**src/rtl/dtx_pkg.sv**
```systemverilog
// dtx_pkg: shared types and constants for the data transfer execution unit
package dtx_pkg;
  localparam int DTX_PTR_X = 26;
  localparam int DTX_PTR_Y = 28;
  localparam int DTX_PTR_Z = 30;
  localparam logic [4:0] DTX_REG_ZERO = 5'h00;
  localparam logic [15:0] DTX_SP_RESET = 16'h00DF;
  localparam logic [1:0] DTX_CYCLES_DATA = 2'h2;
  localparam logic [1:0] DTX_CYCLES_PROG = 2'h3;

  typedef enum logic [3:0] {
    DTX_OP_NONE = 4'h0,
    DTX_OP_LOAD = 4'h1,
    DTX_OP_STORE = 4'h2,
    DTX_OP_DISP_LOAD = 4'h3,
    DTX_OP_DISP_STORE = 4'h4,
    DTX_OP_DIRECT_LOAD = 4'h5,
    DTX_OP_DIRECT_STORE = 4'h6,
    DTX_OP_PROG_READ = 4'h7,
    DTX_OP_PUSH = 4'h8,
    DTX_OP_POP = 4'h9
  } dtx_op_t;

  typedef enum logic [1:0] {
    DTX_PTR_SEL_X = 2'h0,
    DTX_PTR_SEL_Y = 2'h1,
    DTX_PTR_SEL_Z = 2'h2
  } dtx_ptr_t;

  typedef enum logic [1:0] {
    DTX_AM_PLAIN = 2'h0,
    DTX_AM_POST_INC = 2'h1,
    DTX_AM_PRE_DEC = 2'h2
  } dtx_mode_t;

  typedef struct packed {
    dtx_op_t op;
    dtx_ptr_t ptr;
    dtx_mode_t mode;
    logic [4:0] reg_idx;
    logic [5:0] disp;
    logic [15:0] addr;
  } dtx_instr_t;

  typedef struct packed {
    logic rd;
    logic wr;
    logic [15:0] addr;
    logic [7:0] wdata;
  } dtx_mem_req_t;

  typedef enum logic [1:0] {
    DTX_ST_IDLE = 2'b00,
    DTX_ST_EXEC = 2'b01,
    DTX_ST_WAIT = 2'b11,
    DTX_ST_DONE = 2'b10
  } dtx_state_t;
endpackage : dtx_pkg

```
**src/rtl/dtx_addr_unit.sv**
```systemverilog
// dtx_addr_unit: effective address and pointer update for one transfer
`timescale 1ns/1ps
module dtx_addr_unit (
  input wire logic [15:0] ptr,
  input wire dtx_pkg::dtx_mode_t mode,
  input wire logic use_disp,
  input wire logic [5:0] disp,
  output logic [15:0] eff_addr,
  output logic [15:0] ptr_next,
  output logic ptr_update
);
  import dtx_pkg::*;

  always_comb begin
    eff_addr = ptr;
    ptr_next = ptr;
    ptr_update = 1'b0;
    if (use_disp) begin
      eff_addr = ptr + {10'h000, disp};
    end else begin
      unique case (mode)
        DTX_AM_PLAIN: begin
          ptr_update = 1'b0;
        end
        DTX_AM_POST_INC: begin
          ptr_next = ptr + 16'h0001;
          ptr_update = 1'b1;
        end
        DTX_AM_PRE_DEC: begin
          ptr_next = ptr - 16'h0001;
          eff_addr = ptr_next;
          ptr_update = 1'b1;
        end
        default: begin
          ptr_update = 1'b0;
        end
      endcase
    end
  end
endmodule : dtx_addr_unit

```
**src/rtl/dtx_exec.sv**
```systemverilog
// dtx_exec: executes data transfer instructions against data and program memory
`timescale 1ns/1ps
module dtx_exec (
  input wire logic clk,
  input wire logic rst,
  input wire logic instr_valid,
  output logic instr_ready,
  input wire dtx_pkg::dtx_instr_t instr,
  output dtx_pkg::dtx_mem_req_t data_req,
  input wire logic [7:0] data_rdata,
  output logic [15:0] prog_addr,
  output logic prog_rd,
  input wire logic [7:0] prog_rdata,
  output logic done,
  output logic illegal,
  output logic [15:0] stack_ptr,
  input wire logic [4:0] peek_idx,
  output logic [7:0] peek_data
);
  import dtx_pkg::*;

  ////////////////////////////////////////////////////////////////////////////
  dtx_state_t state;
  dtx_state_t next_state;
  dtx_instr_t cur;
  dtx_instr_t next_cur;
  logic [15:0] sp;
  logic [15:0] next_sp;
  dtx_mem_req_t next_data_req;
  logic [15:0] next_prog_addr;
  logic next_prog_rd;
  logic next_done;
  logic next_illegal;

  logic [4:0] ptr_base;
  logic [15:0] ptr_val;
  logic [7:0] src_data;
  logic [15:0] eff_addr;
  logic [15:0] ptr_next;
  logic ptr_update;
  logic use_disp;
  logic rf_wr_en;
  logic [4:0] rf_wr_idx;
  logic [7:0] rf_wr_data;
  logic ptr_wr_en;

  function automatic logic [4:0] dtx_ptr_base(input dtx_ptr_t sel);
    unique case (sel)
      DTX_PTR_SEL_X: return 5'(DTX_PTR_X);
      DTX_PTR_SEL_Y: return 5'(DTX_PTR_Y);
      default: return 5'(DTX_PTR_Z);
    endcase
  endfunction : dtx_ptr_base

  function automatic logic dtx_is_load(input dtx_op_t op);
    return op == DTX_OP_LOAD || op == DTX_OP_DISP_LOAD || op == DTX_OP_DIRECT_LOAD || op == DTX_OP_POP;
  endfunction : dtx_is_load

  ////////////////////////////////////////////////////////////////////////////
  // operand decode for the instruction held in cur
  always_comb begin
    ptr_base = dtx_ptr_base(cur.ptr);
    if (cur.op == DTX_OP_PROG_READ) begin
      ptr_base = 5'(DTX_PTR_Z);
    end
    use_disp = cur.op == DTX_OP_DISP_LOAD || cur.op == DTX_OP_DISP_STORE;
  end

  dtx_regfile u_regfile (
    .clk(clk),
    .rst(rst),
    .rd_idx(cur.reg_idx),
    .rd_data(src_data),
    .ptr_base(ptr_base),
    .ptr_data(ptr_val),
    .wr_en(rf_wr_en),
    .wr_idx(rf_wr_idx),
    .wr_data(rf_wr_data),
    .ptr_wr_en(ptr_wr_en),
    .ptr_wr_data(ptr_next),
    .peek_idx(peek_idx),
    .peek_data(peek_data)
  );

  dtx_addr_unit u_addr (
    .ptr(ptr_val),
    .mode(cur.mode),
    .use_disp(use_disp),
    .disp(cur.disp),
    .eff_addr(eff_addr),
    .ptr_next(ptr_next),
    .ptr_update(ptr_update)
  );

  ////////////////////////////////////////////////////////////////////////////
  // sequencer: IDLE accepts, EXEC issues, WAIT for program memory, DONE writes back
  always_comb begin
    next_state = state;
    next_cur = cur;
    next_sp = sp;
    next_data_req = '0;
    next_prog_addr = prog_addr;
    next_prog_rd = 1'b0;
    next_done = 1'b0;
    next_illegal = 1'b0;
    rf_wr_en = 1'b0;
    rf_wr_idx = cur.reg_idx;
    rf_wr_data = data_rdata;
    ptr_wr_en = 1'b0;
    unique case (state)
      DTX_ST_IDLE: begin
        if (instr_valid) begin
          next_cur = instr;
          if ((instr.op == DTX_OP_DISP_LOAD || instr.op == DTX_OP_DISP_STORE) && instr.ptr == DTX_PTR_SEL_X) begin
            next_illegal = 1'b1;
            next_done = 1'b1;
          end else if (instr.op != DTX_OP_NONE) begin
            next_state = DTX_ST_EXEC;
          end
        end
      end
      DTX_ST_EXEC: begin
        unique case (cur.op)
          DTX_OP_LOAD, DTX_OP_DISP_LOAD: begin
            next_data_req.rd = 1'b1;
            next_data_req.addr = eff_addr;
            ptr_wr_en = ptr_update;
          end
          DTX_OP_STORE, DTX_OP_DISP_STORE: begin
            next_data_req.wr = 1'b1;
            next_data_req.addr = eff_addr;
            next_data_req.wdata = src_data;
            ptr_wr_en = ptr_update;
          end
          DTX_OP_DIRECT_LOAD: begin
            next_data_req.rd = 1'b1;
            next_data_req.addr = cur.addr;
          end
          DTX_OP_DIRECT_STORE: begin
            next_data_req.wr = 1'b1;
            next_data_req.addr = cur.addr;
            next_data_req.wdata = src_data;
          end
          DTX_OP_PUSH: begin
            next_data_req.wr = 1'b1;
            next_data_req.addr = sp;
            next_data_req.wdata = src_data;
            next_sp = sp - 16'h0001;
          end
          DTX_OP_POP: begin
            next_data_req.rd = 1'b1;
            next_data_req.addr = sp + 16'h0001;
            next_sp = sp + 16'h0001;
          end
          DTX_OP_PROG_READ: begin
            next_prog_rd = 1'b1;
            next_prog_addr = ptr_val;
            ptr_wr_en = ptr_update;
          end
          default: begin
            next_data_req = '0;
          end
        endcase
        next_state = cur.op == DTX_OP_PROG_READ ? DTX_ST_WAIT : DTX_ST_DONE;
      end
      DTX_ST_WAIT: begin
        next_state = DTX_ST_DONE;
      end
      DTX_ST_DONE: begin
        if (cur.op == DTX_OP_PROG_READ) begin
          rf_wr_en = 1'b1;
          rf_wr_data = prog_rdata;
        end else begin
          rf_wr_en = dtx_is_load(cur.op);
        end
        next_done = 1'b1;
        next_state = DTX_ST_IDLE;
      end
      default: begin
        next_state = DTX_ST_IDLE;
      end
    endcase
  end

  always_ff @(posedge clk) begin
    if (rst) begin
      state <= DTX_ST_IDLE;
      cur <= '0;
      sp <= DTX_SP_RESET;
      data_req <= '0;
      prog_addr <= 16'h0000;
      prog_rd <= 1'b0;
      done <= 1'b0;
      illegal <= 1'b0;
    end else begin
      state <= next_state;
      cur <= next_cur;
      sp <= next_sp;
      data_req <= next_data_req;
      prog_addr <= next_prog_addr;
      prog_rd <= next_prog_rd;
      done <= next_done;
      illegal <= next_illegal;
    end
  end

  ////////////////////////////////////////////////////////////////////////////
  assign instr_ready = state == DTX_ST_IDLE;
  assign stack_ptr = sp;
endmodule : dtx_exec

```
**src/rtl/dtx_regfile.sv**
```systemverilog
// dtx_regfile: 32 by 8 working registers with a pair write port for pointers
`timescale 1ns/1ps
module dtx_regfile (
  input wire logic clk,
  input wire logic rst,
  input wire logic [4:0] rd_idx,
  output logic [7:0] rd_data,
  input wire logic [4:0] ptr_base,
  output logic [15:0] ptr_data,
  input wire logic wr_en,
  input wire logic [4:0] wr_idx,
  input wire logic [7:0] wr_data,
  input wire logic ptr_wr_en,
  input wire logic [15:0] ptr_wr_data,
  input wire logic [4:0] peek_idx,
  output logic [7:0] peek_data
);
  logic [7:0] regs [32];
  logic [7:0] next_regs [32];

  always_comb begin
    for (int i = 0; i < 32; i++) begin
      next_regs[i] = regs[i];
    end
    if (ptr_wr_en) begin
      next_regs[ptr_base] = ptr_wr_data[7:0];
      next_regs[ptr_base + 5'h01] = ptr_wr_data[15:8];
    end
    if (wr_en) begin
      next_regs[wr_idx] = wr_data;
    end
  end

  always_ff @(posedge clk) begin
    for (int i = 0; i < 32; i++) begin
      regs[i] <= rst ? 8'h00 : next_regs[i];
    end
  end

  assign rd_data = regs[rd_idx];
  assign peek_data = regs[peek_idx];
  assign ptr_data = {regs[ptr_base + 5'h01], regs[ptr_base]};
endmodule : dtx_regfile

```
**config.mk**
```make
export PLATFORM = sky130hd
export DESIGN_NAME = dtx_exec
export DESIGN_NICKNAME = d
export VERILOG_FILES = /design/src/rtl/dtx_pkg.sv /design/src/rtl/dtx_addr_unit.sv /design/src/rtl/dtx_exec.sv /design/src/rtl/dtx_regfile.sv
export SDC_FILE = /design/constraint.sdc
export NUM_CORES = 1
export LEC_CHECK = 0
export BUFFER_PORTS_ARGS = -buffer_cell sky130_fd_sc_hd__buf_2
export CORE_MARGIN = 10
export CORE_UTILIZATION = 50
export CTS_CLUSTER_DIAMETER = 80
export DETAILED_ROUTE_END_ITERATION = 16
export HOLD_SLACK_MARGIN = 0.02
export PLACE_DENSITY_LB_ADDON = 0.25
export SYNTH_ARGS = -nofsm -noshare
export SYNTH_HDL_FRONTEND = slang
export SYNTH_SLANG_ARGS = --single-unit
```
**constraint.sdc**
```tcl
create_clock -name clk -period 3.8 [get_ports clk]
set_clock_uncertainty 0.15 [all_clocks]
set_input_delay 0.57 -clock clk [delete_from_list [all_inputs] [get_ports clk]]
set_output_delay 0.57 -clock clk [all_outputs]
set_load 0.005 [all_outputs]
```
==> results of run 1 <==
flip-flops by register name, summed over array words and instances, names as in the netlist:
signal          count
u_regfile.regs    256
cur                30
data_req           26
prog_addr          16
stack_ptr          16
rf_wr_idx           5
state               2
done                1
illegal             1
prog_rd             1
placed cells by master, fill, tap and decap left out, drive strengths merged, types with 13 or more instances in the layout:
cell | synthesis | routed
a211oi | 189 | 189
a21oi | 146 | 146
a221oi | 17 | 17
a22oi | 28 | 28
a31oi | 33 | 33
buf | 59 | 232
clkbuf | 154 | 53
dfxtp | 354 | 354
ha | 13 | 13
inv | 28 | 30
mux2 | 13 | 13
mux2i | 46 | 46
mux4 | 144 | 144
nand2 | 171 | 171
nand3 | 46 | 46
nand3b | 14 | 14
nor2 | 369 | 369
nor3 | 52 | 52
nor3b | 13 | 13
o21ai | 60 | 60
o22ai | 44 | 44
o32ai | 13 | 13
xnor2 | 23 | 23
xor2 | 18 | 18
area by class of cell:
class | instances | area, sq um | area share (%)
Clock buffer | 53 | 1140 | 5.01
Clock inverter | 19 | 262 | 1.15
Antenna cell | 1 | 2.50 | 0.0110
Timing Repair Buffer | 232 | 1510 | 6.63
Multi-Input combinational cell | 1618 | 12000 | 52.7
Tap cell | 525 | 657 | 2.89
Inverter | 30 | 113 | 0.495
Sequential cell | 354 | 7100 | 31.2
power breakdown:
group	switching, mW	leakage, nW	internal [mW]
clock network	1.68	0.686	2.47
registers	0.0533	2.86	3.74
logic	0.540	4.25	0.291
routing by layer:
metal	track usage [%]	vias to the layer above
met4	14.4	2
met1	39.0	9123
met3	5.70	194
li1	-	8426
met5	0	-
met2	45.9	1104
critical path, cell delays in order, from the launching register on:
cell and delay [ns]:
dfxtp_1 0.31, buf_4 0.17, nand4b_1 0.41, nand2_4 0.31, a21oi_1 0.10, buf_4 0.17
inv_2 0.09, ha_1 0.26, a211oi_1 0.34, o21ai_0 0.16, a21oi_1 0.39, nor3_1 0.17
or3_1 0.34, nand3_1 0.09, a21oi_1 0.07
logic make-up (layout without fill, tap and decap cells):
group / count (synthesis) / after routing / share of synthesized area, %
adders and majority gates: 14 / 14 / 0.915
and+or+nand+nor: 752 / 752 / 16.8
buffers and inverters: 243 / 334 / 5.04
xor gates and xnor gates: 41 / 41 / 1.80
AOI/OAI and AO/OA: 608 / 608 / 20.7
DFF: 354 / 354 / 35.5
muxes: 203 / 203 / 19.3
other: 0 / 1 / 0
worst min path at each step:
stage	from	to	slack, ns	cells after the start
6_report	instr[22]	rf_wr_idx[0]	0.07	3
5_1_grt	instr[22]	rf_wr_idx[0]	0.1	3
4_1_cts	instr[22]	rf_wr_idx[0]	0.06	3
3_5_place_dp	cur[9]	cur[9]	0.30	2
3_3_place_gp	prog_addr[8]	prog_addr[8]	0.29	2
2_1_floorplan	cur[0]	cur[0]	0.29	2
per-stage QoR:
stage / util [%] / power, mW
2_1_floorplan: - / 4.40
3_3_place_gp: 53.9 / 4.68
3_5_place_dp: 53.9 / 4.69
4_1_cts: 57.4 / 8.78
5_1_grt: 57.4 / 9.01
6_report: 57.4 / 8.77
==> impl_metrics.yaml, run 1 <==
status:
  status: "complete, no violations"
cells_and_area:
  drive_gt1_share_pct: 21.4
  nets: 2349
  syn_to_final_growth_pct: 14.0
  num-fill-cells: 3524
  final_cells: 2832
  fin_area_sq_um: 22800
cts:
  ctsResizeCount: 0
  cts_hold_buf: 0
  htree_levels: 2
  clock-sinks: 354
  clock_path_buffers: 3
  numCtsBuffers: 40
  cts_tree: "done"
  clkTransAtPathRegs_ns: 0.06
  clk_latency_ns: 0.58
  cts_setup_buffers: 0
  cts_root_buf: "clkbuf_16"
setup_path:
  crit_path_end: "data_req[15]"
  timing.rr.start: "cur[34]"
  critPathLaunchType: "flop"
  reg2reg_depth: 14
  required_ns: 4.08
  rrSetupSlack_ns: 0.13
  r2r-end: "data_req[15]"
  cp-startpoint: "cur[34]"
  crit_path_end_kind: "flop"
  cp.arrival_ns: 3.95
  critPathMaxFanout: 12
  path_class: "flop to flop"
logic_synthesis:
  syn-cell-area_sq_um: 20000
  async_flop_share_pct: 0
  ys_types: 89
  synthCells: 2215
  synth_area_per_cell_sq_um: 9.02
  synth.area.top_cells: "dfxtp_1 (35%), mux4_2 (16%), a211oi_1 (7.1%)"
  yosysWarnings: 0
  synthDominantCellAreaShare_pct: 35.5
  synth_most_common_cell: "nor2_1"
  synthFlopType: "dfxtp_1"
  syn_nets: 2288
  synth-edff-count: 0
  synthTopCellsByCount: "nor2_1 (367), dfxtp_1 (354), a211oi_1 (189)"
  yosysSeqAreaShare_pct: 35.5
  ys_ff_latch: 354
  netlist.top_cell.by_area: "dfxtp_1"
die:
  die_h_microns: 220
  row_count: 73
  die_w_microns: 220
  io_pins: 129
  start_util_pct: 50.4
  core_region_area_sq_um: 39600
  die_area_sq_um: 48300
flow_run:
  drv.max_cap_violation_count: 0
pwr:
  irDropWorstVdd_mv: 0.302
  pwr_density_cell_nw_per_um2: 385
  p_leak_nw: 7.79
routing:
  met1_length_mm: 29.4
  dr_wl_met3_mm: 7.08
  route.top_layer_used: "met5"
  drc: 0
  routed-wl-met2_mm: 32.9
  drtIter0Drc: 2480
  vias_per_cell: 6.66
  routed_wirelength_mm: 72.9
  routedWlPerCell_microns: 25.7
  firstDrtPassIters: 7
  num_vias: 18800
  drtAntennaViolNets: 0
sta:
  fmax_ghz: 0.273
  slew_headroom_pct: 19.0
  finalHoldViolCount: 0
  rsz0062_at_grt: "no"
  setup_ws_ns: 0.132
  setup_tns_ns: 0
  fin_crit_sh_pct: 96.5
  period_needed_ns: 3.67
  hold_ws_ns: 0.0741
  slew_viol_final: 0
  worstMarginPinSlew_ns: 1.21
  finalSetupViolations: 0
global_routing:
  grt_pass1_vias: 18000
  overflow: 0
  grt_start_max_net_pins: 171
  grt_pass1_wl_mm: 111
  grtUsageTotal_pct: 29.6
  antenna_found_initial: 1
placed_design:
  io_buffers: 128
  hpwl_mm: 51.3
  post_dp_cell_area_sq_um: 21400
  preCtsSetupSlack_ns: 0.235
  dp.cells: 2759
  place_congestion: 0.946
min_path:
  hold_class: "primary input to flop"
Note: power is estimated with default switching activity, not from simulation.
==> run 2: changes to the inputs <==
Settings changed: RECOVER_POWER set to 50.
==> run 2 against run 1 <==
Combinational power decreased by 0.6%. Global-route usage unchanged. Setup slack got worse by 0.0056 ns. Power about the same. Utilization decreased by 0.29 points. Fmax decreased by 0.15%. First-iteration DRC count decreased by 0.48%. Sequential power about the same. Clock power about the same. Critical endpoint is now data_req[18]. Largest cell class unchanged.
==> impl_metrics.yaml, run 2 (synthesis gave the netlist of run 1 again) <==
status:
  status: "complete, no violations"
pwr:
  p_comb_share_pct: 9.4
  power.switching_mw: 2.27
  p_int_mw: 6.50
  irDropWorstVdd_mv: 0.302
  p_seq_share_pct: 43.3
  netSwitchingFraction_pct: 25.9
  pwr-share-clk_pct: 47.3
  p_leak_nw: 7.54
  pwr_density_cell_nw_per_um2: 387
  totalPowerFinal_mw: 8.76
cts:
  clkTransAtPathRegs_ns: 0.07
  cts_hold_buf: 0
  cts_root_buf: "clkbuf_16"
  htree_levels: 2
  clock-sinks: 354
  cts_tree: "done"
  numCtsBuffers: 40
  cts_setup_buffers: 0
  ctsResizeCount: 0
  clk_latency_ns: 0.58
  clock_path_buffers: 3
cells_and_area:
  final_cells: 2831
  diodes: 0
  nets: 2349
  final_common_cell: "nor2_1"
  fin_area_sq_um: 22700
  drive_gt1_share_pct: 18.7
  final_util_pct: 57.1
  top_regs: "u_regfile.regs x256, cur x30, data_req x26"
  syn_to_final_growth_pct: 13.4
  num-fill-cells: 3564
  seqCellArea_sq_um: 7100
  largest_reg_flops: 256
  final_cell_mix: "nor2_1 (367), dfxtp_1 (351), a211oi_1 (189)"
  multi_input_area_sq_um: 12000
  largest_register: "u_regfile.regs"
routing:
  drtAntennaViolNets: 0
  drtIter0Drc: 2468
  vias_per_cell: 6.67
  num_vias: 18900
  routedWlPerCell_microns: 25.7
  drc: 0
  routed_wirelength_mm: 72.7
  firstDrtPassIters: 6
global_routing:
  grtUsageTotal_pct: 29.6
  grt_pass1_vias: 18000
  grt_start_max_net_pins: 171
  grt_pass1_wl_mm: 111
  antenna_found_initial: 1
  overflow: 0
placed_design:
  dp.cells: 2759
  io_buffers: 128
  preCtsSetupSlack_ns: 0.235
  hpwl_mm: 51.3
  place_congestion: 0.946
  post_dp_cell_area_sq_um: 21400
sta:
  slew_headroom_pct: 19.7
  fmax_ghz: 0.272
  worstMarginPinSlew_ns: 1.20
  setup_ws_ns: 0.126
  fin_crit_sh_pct: 96.7
  period_needed_ns: 3.67
  setup_tns_ns: 0
  slew_viol_final: 0
  finalSetupViolations: 0
  hold_ws_ns: 0.0725
  finalHoldViolCount: 0
  rsz0062_at_grt: "no"
die:
  die_area_sq_um: 48300
  row_count: 73
  io_pins: 129
  die_w_microns: 220
  core_region_area_sq_um: 39600
  start_util_pct: 50.4
  die_h_microns: 220
setup_path:
  path_class: "flop to flop"
  required_ns: 4.09
  crit_path_end_kind: "flop"
  reg2reg_depth: 13
  cp.arrival_ns: 3.96
  critPathLaunchType: "flop"
  critPathMaxFanout: 15
min_path:
  hold_class: "primary input to flop"
  holdPathStages: 3
flow_run:
  drv.max_cap_violation_count: 0
## run 2: routing by layer
layer  vias to the layer above  global-route usage, %  wire (microns)
met5                         -                      0              18
met1                      9116                   39.0           29100
met3                       194                   5.70            7230
li1                       8421                      -               -
met4                         2                   14.4            3510
met2                      1137                   45.9           32800
## run 2: layout make-up
type                       instances  area share [%]
clock inverter                    19            1.15
clock buffer                      53            5.03
timing repair buffer             232            6.26
tap                              525            2.90
multi-input combinational       1618            52.8
inverter                          30           0.497
sequential                       354            31.3
## run 2: critical path, stage by stage (launching register included)
cell	delay (ns)
dfxtp_2	0.42
buf_4	0.23
mux2_1	0.38
mux2i_2	0.29
inv_2	0.11
ha_1	0.24
fa_1	0.42
a21o_1	0.20
a21oi_1	0.21
o21ai_0	0.12
o211ai_1	0.28
o22ai_1	0.19
xor2_1	0.19
o22ai_1	0.10
## run 2: power groups by stage
stage	clock network, mW	logic (mW)	registers, mW
global placement	0	0.808	3.87
detailed placement	0	0.813	3.87
floorplan	0	0.569	3.84
global route	4.33	0.875	3.80
CTS	4.18	0.816	3.79
finish	4.14	0.826	3.79
## run 2: worst paths after layout
| path | from | endpoint | slack (ns) |
|---|---|---|---|
| worst max-delay path | cur[29] | data_req[18] | 0.13 |
| worst max register to register | cur[29] | data_req[18] | 0.13 |
| worst min register to register | cur[5] | cur[5] | 0.31 |
| worst min-delay path | instr[22] | rf_wr_idx[0] | 0.07 |
